<file path="config.mk">
export PLATFORM = sky130hd
export DESIGN_NAME = interrupt_control_ctrl
export DESIGN_NICKNAME = d
export VERILOG_FILES = /design/src/shared/interrupt_control_pkg.sv /design/src/interrupt_control_apb_slave.sv /design/src/interrupt_control_irq_combine.sv /design/src/interrupt_control_ctrl.sv
export SDC_FILE = /design/constraint.sdc
export NUM_CORES = 1
export LEC_CHECK = 0
export ABC_AREA = 1
export BUFFER_PORTS_ARGS = -buffer_cell sky130_fd_sc_hd__buf_4
export CAP_MARGIN = 20
export CORE_AREA = 10 10 84 72
export CTS_CLUSTER_DIAMETER = 100
export DETAILED_ROUTE_END_ITERATION = 10
export DIE_AREA = 0 0 94 82
export PLACE_DENSITY = 0.74
export SLEW_MARGIN = 30
export SYNTH_ARGS = -nofsm -noshare
export SYNTH_HDL_FRONTEND = slang
export SYNTH_SLANG_ARGS = --single-unit
export TNS_END_PERCENT = 5
</file>
<file path="constraint.sdc">
create_clock -name pclk -period 1.1 [get_ports pclk]
set_clock_uncertainty 0.2 [all_clocks]
set_input_delay 0 -clock pclk [delete_from_list [all_inputs] [get_ports pclk]]
set_output_delay 0 -clock pclk [all_outputs]
set_load 0.05 [all_outputs]
</file>
<file path="src/shared/interrupt_control_pkg.sv">
package interrupt_control_pkg;

  // ****************************************
  // register map
  // ****************************************
  localparam logic [11:0] ctrl_offset = 12'h000;
  localparam logic [11:0] src_offset = 12'h004;
  localparam logic [11:0] status_offset = 12'h008;

  // ****************************************
  // field positions
  // ****************************************
  localparam int global_irq_enable_bit = 7;
  localparam int peripheral_group_enable_bit = 6;
  localparam int timer_overflow_enable_bit = 5;
  localparam int edge_pin_irq_enable_bit = 4;
  localparam int port_change_enable_bit = 3;
  localparam int timer_overflow_flag_bit = 2;
  localparam int edge_pin_irq_flag_bit = 1;
  localparam int port_change_flag_bit = 0;

  // ****************************************
  // reset values
  // ****************************************
  localparam logic [7:0] ctrl_reset = 8'h00;
  localparam logic [7:0] periph_reset = 8'h00;

  typedef struct packed {
    logic timer_overflow;
    logic edge_pin;
    logic port_change;
  } events_type;

  typedef struct packed {
    logic [11:0] addr;
    logic write;
    logic [31:0] wdata;
    logic access;
  } bus_req_type;

endpackage

</file>
<file path="src/interrupt_control_apb_slave.sv">
`timescale 1ns/1ps
module interrupt_control_apb_slave
  import interrupt_control_pkg::*;
(
  // apb
  input wire logic pclk,
  input wire logic presetn,
  input wire logic psel,
  input wire logic penable,
  input wire logic pwrite,
  input wire logic [11:0] paddr,
  input wire logic [31:0] pwdata,
  output logic pready,
  output logic pslverr,
  // decoded request
  output bus_req_type req
);

  // zero wait states: every access completes in its first access cycle
  assign pready = 1'b1;
  assign pslverr = 1'b0;

  always_comb begin
    req.addr = paddr;
    req.write = pwrite;
    req.wdata = pwdata;
    req.access = psel & penable;
  end

endmodule

</file>
<file path="src/interrupt_control_irq_combine.sv">
`timescale 1ns/1ps
module interrupt_control_irq_combine
  import interrupt_control_pkg::*;
(
  // control state
  input wire logic [7:0] ctrl,
  input wire logic [7:0] periph_flags,
  input wire logic [7:0] periph_enables,
  // result
  output logic irq
);

  logic core_pending;
  logic periph_pending;

  always_comb begin
    core_pending = (ctrl[timer_overflow_enable_bit] & ctrl[timer_overflow_flag_bit])
      | (ctrl[edge_pin_irq_enable_bit] & ctrl[edge_pin_irq_flag_bit])
      | (ctrl[port_change_enable_bit] & ctrl[port_change_flag_bit]);
    // peripheral group gate
    periph_pending = ctrl[peripheral_group_enable_bit] & (|(periph_flags & periph_enables));
    // global gate
    irq = ctrl[global_irq_enable_bit] & (core_pending | periph_pending);
  end

endmodule

</file>
<file path="src/interrupt_control_ctrl.sv">
// The placing of the registers and the APB slave port were decided locally.
`timescale 1ns/1ps
// What this block does
// bit 7 global enable; at 0 no interrupt reaches the core
// bit 6 peripheral group enable gates all peripheral sources
// bit 5 enables timer overflow interrupt
// bit 4 enables external edge pin interrupt
// bit 3 enables port pin change interrupt
// bit 2 timer overflow flag, set by hardware, cleared by software writing 0
// bit 1 edge pin flag, set by event, cleared by writing 0
// bit 0 port change flag, set on pin change, software clears it
// flags set regardless of enables; software clears before enabling
// request only when global enable and some enabled flag set
module interrupt_control_ctrl
  import interrupt_control_pkg::*;
#(
  parameter int periph_width = 8
)
(
  // apb
  input wire logic pclk,
  input wire logic presetn,
  input wire logic psel,
  input wire logic penable,
  input wire logic pwrite,
  input wire logic [11:0] paddr,
  input wire logic [31:0] pwdata,
  output logic [31:0] prdata,
  output logic pready,
  output logic pslverr,
  // interrupt sources: one-cycle event pulses and peripheral flag levels
  input wire events_type events,
  input wire logic [periph_width-1:0] periph_flags,
  // core side
  output logic irq_to_core,
  output logic [7:0] interrupt_control
);

  // ****************************************
  // bus decode
  // ****************************************
  bus_req_type req;
  logic [7:0] ctrl_reg;
  logic [7:0] periph_en_reg;
  logic [7:0] periph_flags_8;
  logic irq_next;
  logic wr_ctrl;
  logic wr_src;
  logic rd_hit;
  logic [31:0] rdata_next;

  interrupt_control_apb_slave u_slave (
    .pclk(pclk),
    .presetn(presetn),
    .psel(psel),
    .penable(penable),
    .pwrite(pwrite),
    .paddr(paddr),
    .pwdata(pwdata),
    .pready(pready),
    .pslverr(pslverr),
    .req(req)
  );

  always_comb begin
    periph_flags_8 = 8'h00;
    periph_flags_8[periph_width-1:0] = periph_flags;
  end

  assign wr_ctrl = req.access & req.write & (req.addr == ctrl_offset);
  assign wr_src = req.access & req.write & (req.addr == src_offset);

  // ****************************************
  // control register
  // ****************************************
  // enables are plain storage; flags are set-dominant
  always_ff @(posedge pclk or negedge presetn) begin
    if (!presetn) begin
      ctrl_reg <= ctrl_reset;
    end else begin
      if (wr_ctrl) begin
        // global enable written
        ctrl_reg[global_irq_enable_bit] <= req.wdata[global_irq_enable_bit];
        // group enable written
        ctrl_reg[peripheral_group_enable_bit] <= req.wdata[peripheral_group_enable_bit];
        // timer enable written
        ctrl_reg[timer_overflow_enable_bit] <= req.wdata[timer_overflow_enable_bit];
        // edge enable written
        ctrl_reg[edge_pin_irq_enable_bit] <= req.wdata[edge_pin_irq_enable_bit];
        // change enable written
        ctrl_reg[port_change_enable_bit] <= req.wdata[port_change_enable_bit];
      end
      // timer flag set wins
      if (events.timer_overflow) begin
        ctrl_reg[timer_overflow_flag_bit] <= 1'b1;
      end else if (wr_ctrl) begin
        ctrl_reg[timer_overflow_flag_bit] <= req.wdata[timer_overflow_flag_bit];
      end
      // edge flag set wins
      if (events.edge_pin) begin
        ctrl_reg[edge_pin_irq_flag_bit] <= 1'b1;
      end else if (wr_ctrl) begin
        ctrl_reg[edge_pin_irq_flag_bit] <= req.wdata[edge_pin_irq_flag_bit];
      end
      // change flag set wins
      // no enable gates the set
      if (events.port_change) begin
        ctrl_reg[port_change_flag_bit] <= 1'b1;
      end else if (wr_ctrl) begin
        ctrl_reg[port_change_flag_bit] <= req.wdata[port_change_flag_bit];
      end
    end
  end

  // ****************************************
  // peripheral enable mask
  // ****************************************
  always_ff @(posedge pclk or negedge presetn) begin
    if (!presetn) begin
      periph_en_reg <= periph_reset;
    end else if (wr_src) begin
      periph_en_reg <= req.wdata[7:0];
    end
  end

  // ****************************************
  // request to core
  // ****************************************
  interrupt_control_irq_combine u_combine (
    .ctrl(ctrl_reg),
    .periph_flags(periph_flags_8),
    .periph_enables(periph_en_reg),
    .irq(irq_next)
  );

  // registered request
  always_ff @(posedge pclk or negedge presetn) begin
    if (!presetn) begin
      irq_to_core <= 1'b0;
    end else begin
      irq_to_core <= irq_next;
    end
  end

  assign interrupt_control = ctrl_reg;

  // ****************************************
  // read data
  // ****************************************
  assign rd_hit = psel & ~penable & ~pwrite;

  always_comb begin
    case (paddr)
      ctrl_offset: rdata_next = {24'h000000, ctrl_reg};
      src_offset: rdata_next = {24'h000000, periph_en_reg};
      status_offset: rdata_next = {24'h000000, periph_flags_8};
      default: rdata_next = 32'h00000000;
    endcase
  end

  // captured in the setup cycle, so it stands through the access cycle
  always_ff @(posedge pclk or negedge presetn) begin
    if (!presetn) begin
      prdata <= 32'h00000000;
    end else if (rd_hit) begin
      prdata <= rdata_next;
    end
  end

endmodule

</file>
Yosys cells after proc, flatten, opt, wreduce, memory -nomap -nowiden. Index checks and enable logic that the tools add are counted.

Reductions and logical operators: 5. Multiplexer cells: 7. Equality and inequality tests: 2. Bitwise gates (word level): 17.

Operator list (count): 8-bit case mux with 3 select lines (1); 12-bit by 3-bit equality test with 1-bit output (second input constant) (1); 12-bit by 4-bit equality test with 1-bit output (second input constant) (1); 12-bit logical NOT (1); 1-bit bitwise AND (11); 8-bit bitwise AND (1); 8-bit OR reduction (1); 1-bit two-way mux (6); 2-bit nonzero test (3); 1-bit bitwise OR (3); 1-bit NOT (2).

Register bits after elaboration: 49.

Depth between registers and ports, before layout.
Depth in word-level cells: 5. Gate-level depth with buffers: 8. Mapped depth without buffers: 7.

Hierarchy. From an unflattened synthesis, not the netlist that was laid out.

Cells, all modules: 271. Area total of the unflattened synthesis: 2043.2 um^2.

By module, submodules not included: interrupt_control_ctrl (cells an instance 198, times used 1, area each 1586.5 um^2); interrupt_control_apb_slave (cells an instance 51, times used 1, area each 367.9 um^2); interrupt_control_irq_combine (cells an instance 22, times used 1, area each 88.8 um^2).

Worst setup path after synthesis. Ideal clock, no wire load.

Path kind: register to register. From: register ctrl_reg[0], in the netlist interrupt_control[0]. To: register irq_to_core. Buffers on the path: 0. Cell stages (with the launch flop): 5. Library setup time: 0.084 ns. Arrival: 1.002 ns. Slack: -0.186 ns. Clock period less this slack: 1.286 ns. Cells stage by stage: dfrtp_1 > nand2_1 > nand2_1 > a21oi_1 > a21boi_0.

Longest elaborated chain between the ends: 4.

RTL lines: start: declaration (line interrupt_control_ctrl.sv:43) `logic [7:0] ctrl_reg;`; start signal: assignment (line interrupt_control_ctrl.sv:79) `ctrl_reg <= ctrl_reset;`; start signal: indexed assignment (line interrupt_control_ctrl.sv:83) `ctrl_reg[global_irq_enable_bit] <= req.wdata[global_irq_enable_bit];`; start signal: indexed assignment (line interrupt_control_ctrl.sv:85) `ctrl_reg[peripheral_group_enable_bit] <= req.wdata[peripheral_group_enable_bit];`; 1-bit bitwise AND (line interrupt_control_irq_combine.sv:19) `| (ctrl[port_change_enable_bit] & ctrl[port_change_flag_bit]);`; 1-bit bitwise OR (line interrupt_control_irq_combine.sv:19); 1-bit bitwise OR (line interrupt_control_irq_combine.sv:23) `irq = ctrl[global_irq_enable_bit] & (core_pending | periph_pending);`; 1-bit bitwise AND (line interrupt_control_irq_combine.sv:23); named net irq_next (line interrupt_control_ctrl.sv:46) `logic irq_next;`; end signal: assignment (line interrupt_control_ctrl.sv:141) `irq_to_core <= irq_next;`; end: declaration (line interrupt_control_ctrl.sv:35) `output logic irq_to_core,`.

The timed path passes the listed nets, and every way through them passes these cells. A chain may end at the register's enable or synchronous reset.

Worst setup path in the final report.
From: register ctrl_reg[3], in the netlist interrupt_control[3]. To: output interrupt_control[3].

RTL lines: end: declaration (line interrupt_control_ctrl.sv:36) `output logic [7:0] interrupt_control`.

No word-level cell between the ends.

==> flow_summary_export.csv <==
group,metric,value,unit
sta,grt_setup_unrepaired,"yes",
worst_setup_path,cp_data_arrival_time,0.97,ns
pwr,peakVddDrop,550,uV
yosys,synth_edf_count,0,
cts,cts.sinks,25,
grt,overflow,0,
finish,diodes,0,
pwr,clkPwrFrac,29.7,%
floorplanning,num_rows,22,
yosys,ys_seq_area_share,38.7,%
route,antenna_left,0,
route,vias_per_cell,4.49,
finish,nNetsFinal,343,
sta,finalHoldViolations,40,
route,drc,0,
finish,final_core_util,54.2,%
floorplanning,dieArea,7710,um2
cts,cts_tree,"yes",
floorplanning,die_w,94,um
worst_setup_path,crit_required,0.90,ns
yosys,yosysWarnings,0,
yosys,synth_cell_type_count,21,
pwr,comb_power_share,23.0,%
yosys,yosys_most_used_dff,"dfrtp_1",
placed_design,dpl.cell_count,316,
yosys,synth.avg_cell_area,8.12,um2
yosys,synth_area,1620,um2
grt,grt_usage,11.7,%
sta,timing.final.ws_setup,-0.0655,ns
pwr,seqPwrFrac,47.3,%
grt,grt_pass1_vias,1521,
grt,grt_max_degree,26,
route,drt_wl_total,4650,um
cts,h-tree-depth,1,
pwr,switching_share,31.6,%
worst_setup_path,crit_type,"flop to primary output",
yosys,netlist_instances,199,
cts,cts_root_buf,"clkbuf_8",
placed_design,postPlaceCellArea,2020,um2
placed_design,globalplace.congestion,0.795,
finish,syn_to_final_growth,47.7,%
pwr,power.leakage,1.22,nW
floorplanning,die_y,82,um
min_path,worst_hold_path_type,"primary input to flop",
yosys,ys_async_sr_fraction,100,%
status,status,"finished with violations",
cts,cts_buffers,3,
sta,timing.hold.ws,-0.0662,ns
pwr,power.switching,0.000615,W
cts,clk_pin_slew,0.10,ns
finish,post_route_cells_drive_above_1_share,39.0,%
worst_setup_path,crit_path_cell_trace,"buf_6 -> buf_8",
floorplanning,ioPinCount,103,
worst_setup_path,cp_num_buf_inv,2,
pwr,power_density,815,nW/um2
worst_setup_path,worst-path-max-fanout,2,
sta,fin_crit_sh,106,%
worst_setup_path,end_kind,"primary output",
sta,finalMaxSlewViolations,0,
yosys,ys_seq_elements,25,
floorplanning,core,4400,um2
worst_setup_path,path_delay_family,"flip-flops",
finish,final_area,2390,um2
worst_setup_path,cp_slowest_cell,"dfrtp_2",
worst_setup_path,cp-start-kind,"flop",
placed_design,port_buffers,52,
route,drt_iter0_drc,192,
flow_run,maxCapViolCount,0,
grt,grt_pass1_wl,7410,um
placed_design,dpl.hpwl,3460,um
finish,fillers,418,
route,vias,1534,
route,drtPass1Iterations,4,
route,routedWlPerCell,13.6,um
finish,stdcell_count,342,
cts,cts_buffer_depth,2,
sta,setup_viol_count_final,8,
sta,max_freq,858,MHz
status,violations,"negative hold slack, negative setup slack",
cts,clk_latency,0.28,ns
cts,postCtsHoldBufs,21,
sta,finalCriticalPeriod,1.17,ns
pwr,internal_power,0.00133,W
floorplanning,start_util,36.7,%
grt,antenna_found_initial,0,
worst_setup_path,slowest_delay,0.43,ns
## metal layers
| layer | GRT usage (%) | vias to the layer above | wire [um] |
|---|---|---|---|
| met2 | 21.7 | 72 | 2500 |
| met4 | 2.42 | 0 | 25 |
| met5 | 0 | - | 0 |
| met1 | 12.6 | 696 | 1700 |
| met3 | 4.28 | 4 | 415 |
| li1 | - | 762 | - |
## worst reg2reg max path, delay by kind of cell (launching register included)
family                 cells  cell delay (ns)
and+or+nand+nor            2             0.10
DFF                        1             0.43
AOI/OAI and AO/OA          2             0.18
buffers and inverters      1             0.12
## area by class of cell
type / instances / area (um2) / area share, %
flip-flops and latches: 25 / 634 / 26.6
inverters: 13 / 48.8 / 2.05
repair buffers: 86 / 758 / 31.8
clock inverters: 1 / 8.76 / 0.367
multi-input cells: 154 / 820 / 34.3
clock buffers: 3 / 41.3 / 1.73
well taps: 60 / 75.1 / 3.15
## worst paths after layout
| kind | depth (start not counted) | start | end | slack (ns) |
|---|---|---|---|---|
| max | 2 | interrupt_control[3]$_DFFE_PN0P_ | interrupt_control[3] | -0.07 |
| min | 4 | paddr[2] | interrupt_control[4]$_DFFE_PN0P_ | -0.07 |
| max reg2reg | 5 | interrupt_control[3]$_DFFE_PN0P_ | irq_to_core$_DFF_PN0_ | -0.04 |
| min reg2reg | 2 | prdata[6]$_DFFE_PN0P_ | prdata[6]$_DFFE_PN0P_ | 0.29 |
| max in group asynchronous | 2 | presetn | interrupt_control[6]$_DFFE_PN0P_ | 0.48 |
| min in group asynchronous | 2 | presetn | interrupt_control[1]$_DFFE_PN0P_ | -0.05 |
## Yosys cell counts (2+ instances only)
library cell	n	share of area, %
nor2_1	6	1.4
inv_2	2	0.46
conb_1	2	0.46
o21ai_2	13	7.0
nand2_1	55	13
buf_6	4	2.8
nand4_1	2	0.77
nand3_4	2	2.2
buf_4	26	12
a21oi_1	4	1.2
nand3_1	33	10
nor2_4	4	2.8
inv_1	11	2.6
dfrtp_1	25	39
nand2_2	4	1.5
## power by group through the flow
| stage | combinational (W) | clock [W] | sequential [W] |
|---|---|---|---|
| 2_1_floorplan | 0.000315 | 0 | 0.000939 |
| 3_5_place_dp | 0.000381 | 0 | 0.000937 |
| 4_1_cts | 0.000440 | 0.000597 | 0.000919 |
| 6_report | 0.000447 | 0.000579 | 0.000919 |
| 3_3_place_gp | 0.000377 | 0 | 0.000937 |
| 5_1_grt | 0.000477 | 0.000623 | 0.000920 |
## timing repair
item / CTS / global route
buffers inserted: 1 / 0
pin swaps: 3 / 3
gates resized for setup: 12 / 15
endpoints found under the hold margin: 50 / 24
setup endpoints to repair: 11 / 18
## through the flow
stage	total power, W	setup TNS (ns)	hold slack (ns)	setup slack (ns)
floorplan	0.00125	-0.295	-0.496	-0.106
global placement	0.00131	-3.37	-0.281	-0.173
CTS	0.00196	-0.153	-0.0488	-0.0612
global route	0.00202	-0.586	-0.0543	-0.0924
finish	0.00195	-0.134	-0.0662	-0.0655
detailed placement	0.00132	-3.79	-0.278	-0.192
## placed cells by master (no fill, tap or decap), types with 7 or more instances in the layout
master / Yosys / layout
o21ai_2: 13 / 13
nand2_1: 55 / 53
nand3_1: 33 / 29
buf_4: 26 / 50
dfrtp_1: 25 / 18
dlygate4sd3_1: 0 / 21
inv_1: 11 / 11
conb_1: 2 / 26
buf_6: 4 / 14
dfrtp_2: 0 / 7
## kinds of logic after synthesis
logic type             count (synthesis)  synth area share (%)
and+or+nand+nor                      108                  33.3
other                                  2                 0.465
AOI/OAI and AO/OA                     20                  9.37
DFF                                   25                  38.7
buffers and inverters                 44                  18.1
Note: power is estimated with default switching activity, not from simulation.
